[config.mk]
export PLATFORM = sky130hd
export DESIGN_NAME = pmsr_top
export DESIGN_NICKNAME = d
export VERILOG_FILES = /design/src/inc/pmsr_pkg.sv /design/src/verilog/pmsr_top.sv /design/src/verilog/pmsr_seed_phase.sv
export SDC_FILE = /design/constraint.sdc
export NUM_CORES = 1
export LEC_CHECK = 0
export BUFFER_PORTS_ARGS = -buffer_cell sky130_fd_sc_hd__buf_4
export CORE_MARGIN = 8
export CORE_UTILIZATION = 29
export DETAILED_ROUTE_END_ITERATION = 10
export PLACE_DENSITY = 0.54
export SLEW_MARGIN = 10
export SYNTH_ARGS = -nofsm -noshare
export SYNTH_HDL_FRONTEND = slang
export SYNTH_SLANG_ARGS = --single-unit
[constraint.sdc]
create_clock -name sys_clk -period 4.3 [get_ports sys_clk]
set_input_delay 1.075 -clock sys_clk [delete_from_list [all_inputs] [get_ports sys_clk]]
set_output_delay 1.075 -clock sys_clk [all_outputs]
set_load 0.005 [all_outputs]
[src/inc/pmsr_pkg.sv]
/*
  pmsr_pkg: constants for the synthesizer mode, bias, calibration and seed register bank.
  assumes: a single 250 MHz clock domain and an Avalon-MM word-addressed slave.
*/
// Functional notes
// - modes bit 0 gates the oscillator subsystem, only while chip enable is high.
// - modes bit 2 enables the external oscillator buffer to the output stage.
// - modes bit 3 enables the internal loop buffer; it resets to one.
// - bit 4 enables output port one (reset 0), bit 5 port two (reset 1).
// - modes bit 6 enables the external oscillator input path; resets to zero.
// - bit 7 set keeps both output buffers muted until the loop reports lock.
// - bit 8: one drives only port one negative pin; zero drives both differentially.
// - bit 9: one is single-ended on port two; zero drives both pins.
// - bit 11 routes the charge pump to pin a when zero, pin b when one.
// - the 24-bit seed sets output phase to reference, with exact-frequency mode.
// - output phase equals two pi times seed over two to the 24th.
// - without exact mode and with auto seed set, seed sets start phase.
// - with auto seed clear, the seed reloads as start phase after each change.
package pmsr_pkg;
  localparam int          DATA_W       = 24;
  localparam int          ADDR_W       = 5;
  localparam logic [4:0]  IDX_MODES    = 5'h17;
  localparam logic [4:0]  IDX_BIAS     = 5'h18;
  localparam logic [4:0]  IDX_CALS     = 5'h19;
  localparam logic [4:0]  IDX_SEED     = 5'h1A;
  localparam logic [4:0]  IDX_STATUS   = 5'h1B;
  localparam logic [23:0] RST_MODES    = 24'h0001AB;
  localparam logic [23:0] RST_BIAS     = 24'h0054C1;
  localparam logic [23:0] RST_CALS     = 24'h000AAA;
  localparam logic [23:0] RST_SEED     = 24'hB29D0B;
  localparam int          B_OSC_GATE   = 0;
  localparam int          B_OSC_EN     = 1;
  localparam int          B_EXT_BUF    = 2;
  localparam int          B_LOOP_BUF   = 3;
  localparam int          B_OUT1_EN    = 4;
  localparam int          B_OUT2_EN    = 5;
  localparam int          B_EXT_IN     = 6;
  localparam int          B_PRELOCK    = 7;
  localparam int          B_OUT1_SE    = 8;
  localparam int          B_OUT2_SE    = 9;
  localparam int          B_PUMP_SEL   = 11;
  localparam int          B_BIAS_LO    = 19;
  localparam int          B_BIAS_HI    = 20;
endpackage

[src/verilog/pmsr_top.sv]
/*
  pmsr_top: mode, bias, calibration and seed registers behind an Avalon-MM slave,
  decoding mode bits into enables for the oscillator, buffers and output pins.
  assumes: one 250 MHz clock; chip_en, pll_locked and event inputs synchronous to it.
*/
// Local design decision: the Avalon-MM register port.
`timescale 1ns/100ps
`default_nettype none
module pmsr_top (
  input  wire logic        sys_clk,
  input  wire logic        arst_n,
  input  wire logic [4:0]  avs_address,
  input  wire logic        avs_read,
  input  wire logic        avs_write,
  input  wire logic [31:0] avs_writedata,
  input  wire logic [3:0]  avs_byteenable,
  output logic      [31:0] avs_readdata,
  output logic             avs_waitrequest,
  output logic      [1:0]  avs_response,
  input  wire logic        chip_en,
  input  wire logic        pll_locked,
  input  wire logic        exact_freq_mode,
  input  wire logic        auto_seed_bit,
  input  wire logic        freq_change_pulse,
  input  wire logic        sync_trigger,
  output logic             osc_subsystem_gate,
  output logic             osc_core_en,
  output logic             ext_buf_en,
  output logic             loop_buf_en,
  output logic             ext_input_en,
  output logic             out1_pos_pin,
  output logic             out1_neg_pin,
  output logic             out2_pos_pin,
  output logic             out2_neg_pin,
  output logic             pump_pin_a,
  output logic             pump_pin_b,
  output logic      [1:0]  ext_bias,
  output logic      [23:0] bias_word,
  output logic      [23:0] cal_word,
  output logic      [23:0] phase_word,
  output logic             phase_load
);
  logic        rst_s1_reg;
  logic        rst_n;
  logic [23:0] modes_reg;
  logic [23:0] modes_next;
  logic [23:0] bias_reg;
  logic [23:0] bias_next;
  logic [23:0] cals_reg;
  logic [23:0] cals_next;
  logic [23:0] seed_reg;
  logic [23:0] seed_next;
  logic        ack_reg;
  logic        ack_next;
  logic [31:0] rdata_reg;
  logic [31:0] rdata_next;
  logic [1:0]  resp_reg;
  logic [1:0]  resp_next;
  logic [10:0] pin_next;
  logic [10:0] pin_reg;
  logic        mute;

  // merge byte lanes of a write into a 24-bit register; lane 3 has no bits
  function automatic logic [23:0] lane_merge(input logic [23:0] old,
                                             input logic [31:0] wd,
                                             input logic [3:0]  be);
    logic [23:0] r;
    r = old;
    for (int i = 0; i < 3; i++) begin
      if (be[i]) begin
        r[i*8 +: 8] = wd[i*8 +: 8];
      end
    end
    return r;
  endfunction

  always_ff @(posedge sys_clk or negedge arst_n) begin
    if (!arst_n) begin
      rst_s1_reg <= 1'b0;
      rst_n      <= 1'b0;
    end else begin
      rst_s1_reg <= 1'b1;
      rst_n      <= rst_s1_reg;
    end
  end

  // one wait state per access: the answer comes on the second edge
  always_comb begin
    modes_next = modes_reg;
    bias_next  = bias_reg;
    cals_next  = cals_reg;
    seed_next  = seed_reg;
    ack_next   = 1'b0;
    rdata_next = rdata_reg;
    resp_next  = 2'b00;
    if ((avs_read || avs_write) && !ack_reg) begin
      ack_next   = 1'b1;
      rdata_next = 32'h00000000;
      case (avs_address)
        pmsr_pkg::IDX_MODES: begin
          if (avs_write) modes_next = lane_merge(modes_reg, avs_writedata, avs_byteenable);
          rdata_next = {8'h00, modes_reg};
        end
        pmsr_pkg::IDX_BIAS: begin
          // values are software's job; stored verbatim
          if (avs_write) bias_next = lane_merge(bias_reg, avs_writedata, avs_byteenable);
          rdata_next = {8'h00, bias_reg};
        end
        pmsr_pkg::IDX_CALS: begin
          if (avs_write) cals_next = lane_merge(cals_reg, avs_writedata, avs_byteenable);
          rdata_next = {8'h00, cals_reg};
        end
        pmsr_pkg::IDX_SEED: begin
          if (avs_write) seed_next = lane_merge(seed_reg, avs_writedata, avs_byteenable);
          rdata_next = {8'h00, seed_reg};
        end
        pmsr_pkg::IDX_STATUS: begin
          rdata_next = {29'h00000000, mute, pll_locked, osc_subsystem_gate};
        end
        default: begin
          resp_next = 2'b10;
        end
      endcase
    end
  end

  always_ff @(posedge sys_clk or negedge rst_n) begin
    if (!rst_n) begin
      modes_reg <= pmsr_pkg::RST_MODES;
      bias_reg  <= pmsr_pkg::RST_BIAS;
      cals_reg  <= pmsr_pkg::RST_CALS;
      seed_reg  <= pmsr_pkg::RST_SEED;
      ack_reg   <= 1'b0;
      rdata_reg <= 32'h00000000;
      resp_reg  <= 2'b00;
    end else begin
      modes_reg <= modes_next;
      bias_reg  <= bias_next;
      cals_reg  <= cals_next;
      seed_reg  <= seed_next;
      ack_reg   <= ack_next;
      rdata_reg <= rdata_next;
      resp_reg  <= resp_next;
    end
  end

  assign avs_waitrequest = (avs_read || avs_write) && !ack_reg;
  assign avs_readdata    = rdata_reg;
  assign avs_response    = resp_reg;

  // pre-lock mute holds both ports quiet; registered so pins never glitch
  assign mute = modes_reg[pmsr_pkg::B_PRELOCK] && !pll_locked;

  always_comb begin
    logic gate;
    logic o1;
    logic o2;
    gate = modes_reg[pmsr_pkg::B_OSC_GATE] && chip_en;
    o1   = gate && modes_reg[pmsr_pkg::B_OUT1_EN] && !mute;
    o2   = gate && modes_reg[pmsr_pkg::B_OUT2_EN] && !mute;
    pin_next     = 11'h000;
    pin_next[0]  = gate;
    pin_next[1]  = gate && modes_reg[pmsr_pkg::B_OSC_EN];
    pin_next[2]  = gate && modes_reg[pmsr_pkg::B_EXT_BUF];
    pin_next[3]  = gate && modes_reg[pmsr_pkg::B_LOOP_BUF];
    pin_next[4]  = gate && modes_reg[pmsr_pkg::B_EXT_IN];
    pin_next[5]  = o1 && !modes_reg[pmsr_pkg::B_OUT1_SE];
    pin_next[6]  = o1;
    // single-ended port two keeps the negative pin, matching port one
    pin_next[7]  = o2 && !modes_reg[pmsr_pkg::B_OUT2_SE];
    pin_next[8]  = o2;
    pin_next[9]  = !modes_reg[pmsr_pkg::B_PUMP_SEL];
    pin_next[10] = modes_reg[pmsr_pkg::B_PUMP_SEL];
  end

  always_ff @(posedge sys_clk or negedge rst_n) begin
    if (!rst_n) begin
      pin_reg <= 11'h000;
    end else begin
      pin_reg <= pin_next;
    end
  end

  assign osc_subsystem_gate = pin_reg[0];
  assign osc_core_en        = pin_reg[1];
  assign ext_buf_en         = pin_reg[2];
  assign loop_buf_en        = pin_reg[3];
  assign ext_input_en       = pin_reg[4];
  assign out1_pos_pin       = pin_reg[5];
  assign out1_neg_pin       = pin_reg[6];
  assign out2_pos_pin       = pin_reg[7];
  assign out2_neg_pin       = pin_reg[8];
  assign pump_pin_a         = pin_reg[9];
  assign pump_pin_b         = pin_reg[10];
  assign ext_bias           = bias_reg[pmsr_pkg::B_BIAS_HI:pmsr_pkg::B_BIAS_LO];
  assign bias_word          = bias_reg;
  assign cal_word           = cals_reg;

  pmsr_seed_phase u_phase (
    .sys_clk           (sys_clk),
    .rst_n             (rst_n),
    .seed              (seed_reg),
    .exact_freq_mode   (exact_freq_mode),
    .auto_seed_bit     (auto_seed_bit),
    .freq_change_pulse (freq_change_pulse),
    .sync_trigger      (sync_trigger),
    .phase_word        (phase_word),
    .phase_load        (phase_load)
  );
endmodule // pmsr_top
`default_nettype wire

[src/verilog/pmsr_seed_phase.sv]
/*
  pmsr_seed_phase: holds the modulator start phase and reloads it from the seed register.
  assumes: freq_change_pulse is one cycle wide, synchronous to sys_clk.
*/
`timescale 1ns/100ps
`default_nettype none
module pmsr_seed_phase (
  input  wire logic        sys_clk,
  input  wire logic        rst_n,
  input  wire logic [23:0] seed,
  input  wire logic        exact_freq_mode,
  input  wire logic        auto_seed_bit,
  input  wire logic        freq_change_pulse,
  input  wire logic        sync_trigger,
  output logic      [23:0] phase_word,
  output logic             phase_load
);
  logic [23:0] phase_reg;
  logic [23:0] phase_next;
  logic        load_reg;
  logic        load_next;

  always_comb begin
    phase_next = phase_reg;
    load_next  = 1'b0;
    // phase = 2*pi*seed/2^24, so the seed is the phase word unscaled
    if (exact_freq_mode && sync_trigger) begin
      phase_next = seed;
      load_next  = 1'b1;
    end else if (!exact_freq_mode && !auto_seed_bit && freq_change_pulse) begin
      phase_next = seed;
      load_next  = 1'b1;
    end else if (!exact_freq_mode && auto_seed_bit) begin
      // start phase follows the seed directly, no reload event needed
      phase_next = seed;
    end
  end

  always_ff @(posedge sys_clk or negedge rst_n) begin
    if (!rst_n) begin
      phase_reg <= pmsr_pkg::RST_SEED;
      load_reg  <= 1'b0;
    end else begin
      phase_reg <= phase_next;
      load_reg  <= load_next;
    end
  end

  assign phase_word = phase_reg;
  assign phase_load = load_reg;
endmodule // pmsr_seed_phase
`default_nettype wire

Yosys cells after proc, flatten, opt, wreduce, memory -nomap -nowiden --
Cells that the tools add are included.
Cells by class: mux-type cells 9, reduce and logical (&&, ||, !) cells 40, eq/ne operators 5
Operators with widths (count):
- case mux 24 bit (5 select lines) | 1
- two-way mux 24 bit | 3
- AND reduction 4 bit | 12
- equality test 5 bit (second input constant) | 5
- logical AND 1 bit | 17
- zero test 1 bit | 8
- OR reduction 5 bit | 1
- two-way mux 2 bit | 2
- two-way mux 1 bit | 3
- nonzero test 3 bit | 1
- logical OR 1 bit | 1
Word-level totals: register bits after elaboration 169, input bits 51, word-level logic and storage cells 74, output and inout port bits 121

Logic depth before layout (Yosys ltp) --
word-level depth 5, depth in mapped cells 7, gate-level depth less buffers 5

Hierarchy --
A second synthesis with hierarchy kept.
Unflattened totals: cell total of the unflattened synthesis 482, area, all modules 6856.6 um^2
By module, submodules not included:
- pmsr_top | area an instance 5790.6 um^2, cells each 426, seq. area each 3415.8 um^2, instances 1
- pmsr_seed_phase | area an instance 1066.0 um^2, cells each 56, seq. area each 640.6 um^2, instances 1

Least setup slack after synthesis --
Ideal clock, no wire load.
path type input -> output, start point input port avs_read, end point output port avs_waitrequest, stages 5, path slack 1262 ps, data required time 3225 ps, arrival 1963 ps, cell sequence nor2_1 or2_2 clkbuf_1 inv_1 clkbuf_1
On the way: longest elaborated chain between the ends 2
Ends and longest elaborated chain:
- from (decl) | RTL line pmsr_top.sv:13 | input wire logic avs_read,
- logical OR 1 bit | RTL line pmsr_top.sv:147 | assign avs_waitrequest = (avs_read || avs_write) && !ack_reg;
- logical AND 1 bit | RTL line pmsr_top.sv:147
- to (decl) | RTL line pmsr_top.sv:18 | output logic avs_waitrequest,
No other way between the ends.

Worst setup path after layout --
start point input port avs_write, end point output port avs_waitrequest
On the way: longest elaborated chain between the ends 2
Ends and longest elaborated chain:
- from (decl) | RTL line pmsr_top.sv:14 | input wire logic avs_write,
- logical OR 1 bit | RTL line pmsr_top.sv:147
- logical AND 1 bit | RTL line pmsr_top.sv:147
No other way between the ends.

==> metrics.md <==
| Metric | Value |
|---|---|
| TNS Setup | 0 ns |
| Slew @ Worst Pin | 1.06 ns |
| Most area-hungry cell type in the Yosys netlist | dfrtp_1 |
| Fraction of layout cells with a size suffix above 1 | 57.3% |
| Drc violations | 0 |
| Rel. slew slack | 29.2% |
| Clock buffer depth | 2 |
| Die H | 170 um |
| Top cell type's share of synthesized area | between 40% and 50% |
| Netlist cell types | 37 |
| Post-cts sizing count | 0 |
| EDFF count, synth | 0 |
| Seq/Total Area, Yosys | 59.1% |
| Top post-synthesis cells by area | dfrtp_1 43%, mux2_2 20%, dfstp_2 16%, mux2i_1 3.1%, a221oi_1 2.9% |
| Fill count | 2254 |
| First-pass GRT wire length | between 30 and 40 mm |
| Worst Path Arrival | roughly 2.1 ns |
| Final setup fails | 0 |
| FFs w/ async S/R, synth | 100% |
| Status | completed |
| Yosys warnings | 0 |
| RSZ-0062 raised after global routing | false |
| Worst setup SP type | input pin |
| CP required | 3.22 ns |
| Global-route usage over all layers | 14.0% |
| Largest net degree at the start of global routing | 87 |
| Overall Power | 3980 uW |
| CP endpoint kind | output port |
| Routability cong. | 0.766 |
| Area growth from synthesis to layout | 30.5% |
| Via/cell ratio | 4.70 |
| Port bufs | 153 |
| Clock Skews | 0.0100 ns |
| Post-DP HPWL | around 13 mm |
| CP Class | in -> out |
| Top_reg_cell synth | dfrtp_1 |
| Crit path time final | roughly 3.2 ns |
| Power density over the cells | 445 nW/um^2 |
| Hold-fix buffers, CTS | 0 |
| # diodes | 0 |
| Avg WL per Cell | a little over 20 um |
| Max-slew violation count | 0 |
| Period Utilization, post-route | between 70% and 80% |
| Core region area | 23300 sq um |
| CP Max Fanout | 26 |
| Mapped Area | between 6000 and 7000 sq um |
| H-tree depth | 4 |
| Syn avg cell area | around 14 sq um |
| DRT Pass-1 Iters | 4 |
| Layout Nets | 686 |
| Post-synthesis instance total | 482 |
| Max rail drop VDD | 0.000210 V |
| Initial DRC count | 205 |
| Vias after detailed routing | 4545 |
| Clk pin slew, worst setup/hold paths | approximately 0.060 ns |
| Post-CTS setup buffers | 0 |
| Final hold vios | 0 |
| Root Buffer | clkbuf_16 |
| Rows | 56 |
| Seq cells post-synth | 160 |
| Fmax | 315 MHz |
| Vias in the first global route | 5189 |
| ANT nets after route | 0 |
| CTS Sinks | 160 |
| Die area | 28800 sq um |
| HP Class | reg -> reg |
| Max Cap Viol | 0 |
| Global route overflow | 0 |
| Worst skew pair latency | around 0.4 ns |
| Die X | roughly 170 um |
| TritonCTS clock tree | done |
| Starting Density | 29.4% |
| Initial antenna violation count | 0 |
| IO Count | 172 |
| CTS Buf Count | 17 |
| Final wirelength | 19.8 mm |
| Leak | 0.00424 uW |
==> layout make-up <==
class	instances	area, sq um	area share (%)
repair buffers	160	1210	13.6
clock buffers	24	492	5.49
inverters	3	11.3	0.126
clock inverters	8	128	1.42
flip-flops and latches	160	4060	45.3
multi-input cells	293	2650	29.6
well taps	319	399	4.46
==> report_power, final <==
part	leakage [uW]	internal, uW	switching, uW	total [uW]
registers	0.00200	1700	133	1840
logic	0.00194	320	247	567
clock network	0.000297	979	602	1580
==> through the flow <==
| stage | util, % | setup slack, ns | cells | hold WS [ns] | area [sq um] |
|---|---|---|---|---|---|
| after floorplan | - | 1.26 | 490 | 0.331 | 6890 |
| after global placement | 35.7 | 1.06 | 935 | 0.340 | 8340 |
| after detailed placement | 35.7 | 1.03 | 935 | 0.336 | 8340 |
| after CTS | 38.4 | 1.11 | 967 | 0.351 | 8960 |
| after global routing | 38.4 | 1.02 | 967 | 0.370 | 8960 |
| final | 38.4 | 1.13 | 967 | 0.351 | 8960 |
==> Yosys cell counts (2+ instances only) <==
library cell and number:
mux2_2 119, nor3_1 2, clkbuf_1 8, nor2_1 50
buf_4 14, dfrtp_1 118, conb_1 2, buf_2 11
mux4_2 2, nand3_4 5, o21ai_0 2, mux2i_1 21
nor2b_1 4, nor2_2 3, dfstp_2 42, nor4_4 3
nand2_1 7, a221oi_1 23, inv_1 3, a21oi_1 2
o2bb2ai_1 20, and3_1 6
==> metal layers <==
layer / global-route usage (%) / vias to the layer above / part of all wire, % / wire length (um)
li1: - / 2047 / - / -
met1: 17.4 / 2334 / 44 / 8690
met2: 22.5 / 150 / 47 / 9300
met3: 5.40 / 14 / 7.9 / 1570
met4: 3.66 / 0 / 1.1 / 215
met5: 0 / - / 0 / 0
==> cells in the final DEF (no fill, tap or decap), drive strengths merged, types with 4 or more instances in the layout <==
master,count
and3,6
mux2,120
nand2,7
nor2b,4
buf,160
nand3,6
dfrtp,118
clkbuf,24
a221oi,23
dfstp,42
o2bb2ai,20
mux2i,21
nor2,53
conb,10
==> critical path, stage by stage <==
cell	delay, ns
buf_4	0.12
nor2_1	0.07
or2_2	0.53
inv_1	0.12
buf_4	0.17
==> worst paths after layout <==
kind / from / to / slack (ns) / cells past startpoint
worst max-delay path: avs_write / avs_waitrequest / 1.13 / 5
worst min-delay path: rst_s1_reg / rst_n / 0.35 / 0
worst max register to register: ack_reg / bias_word[2] / 1.97 / 4
worst min register to register: rst_s1_reg / rst_n / 0.35 / 0
max in group asynchronous: rst_n / bias_word[0] / 2.76 / 1
min in group asynchronous: arst_n / rst_s1_reg / 0.43 / 1
==> logic make-up (layout without fill, tap and decap cells) <==
kind of cell           after synthesis  after routing  share of synthesized area, %
and+or+nand+nor                     90             90                          8.19
AOI/OAI and AO/OA                   50             50                          6.18
DFF                                160            160                          59.1
other                                2             10                         0.109
muxes                              143            143                          23.4
buffers and inverters               37            195                          2.99
Power figures use the tool's default switching activity.
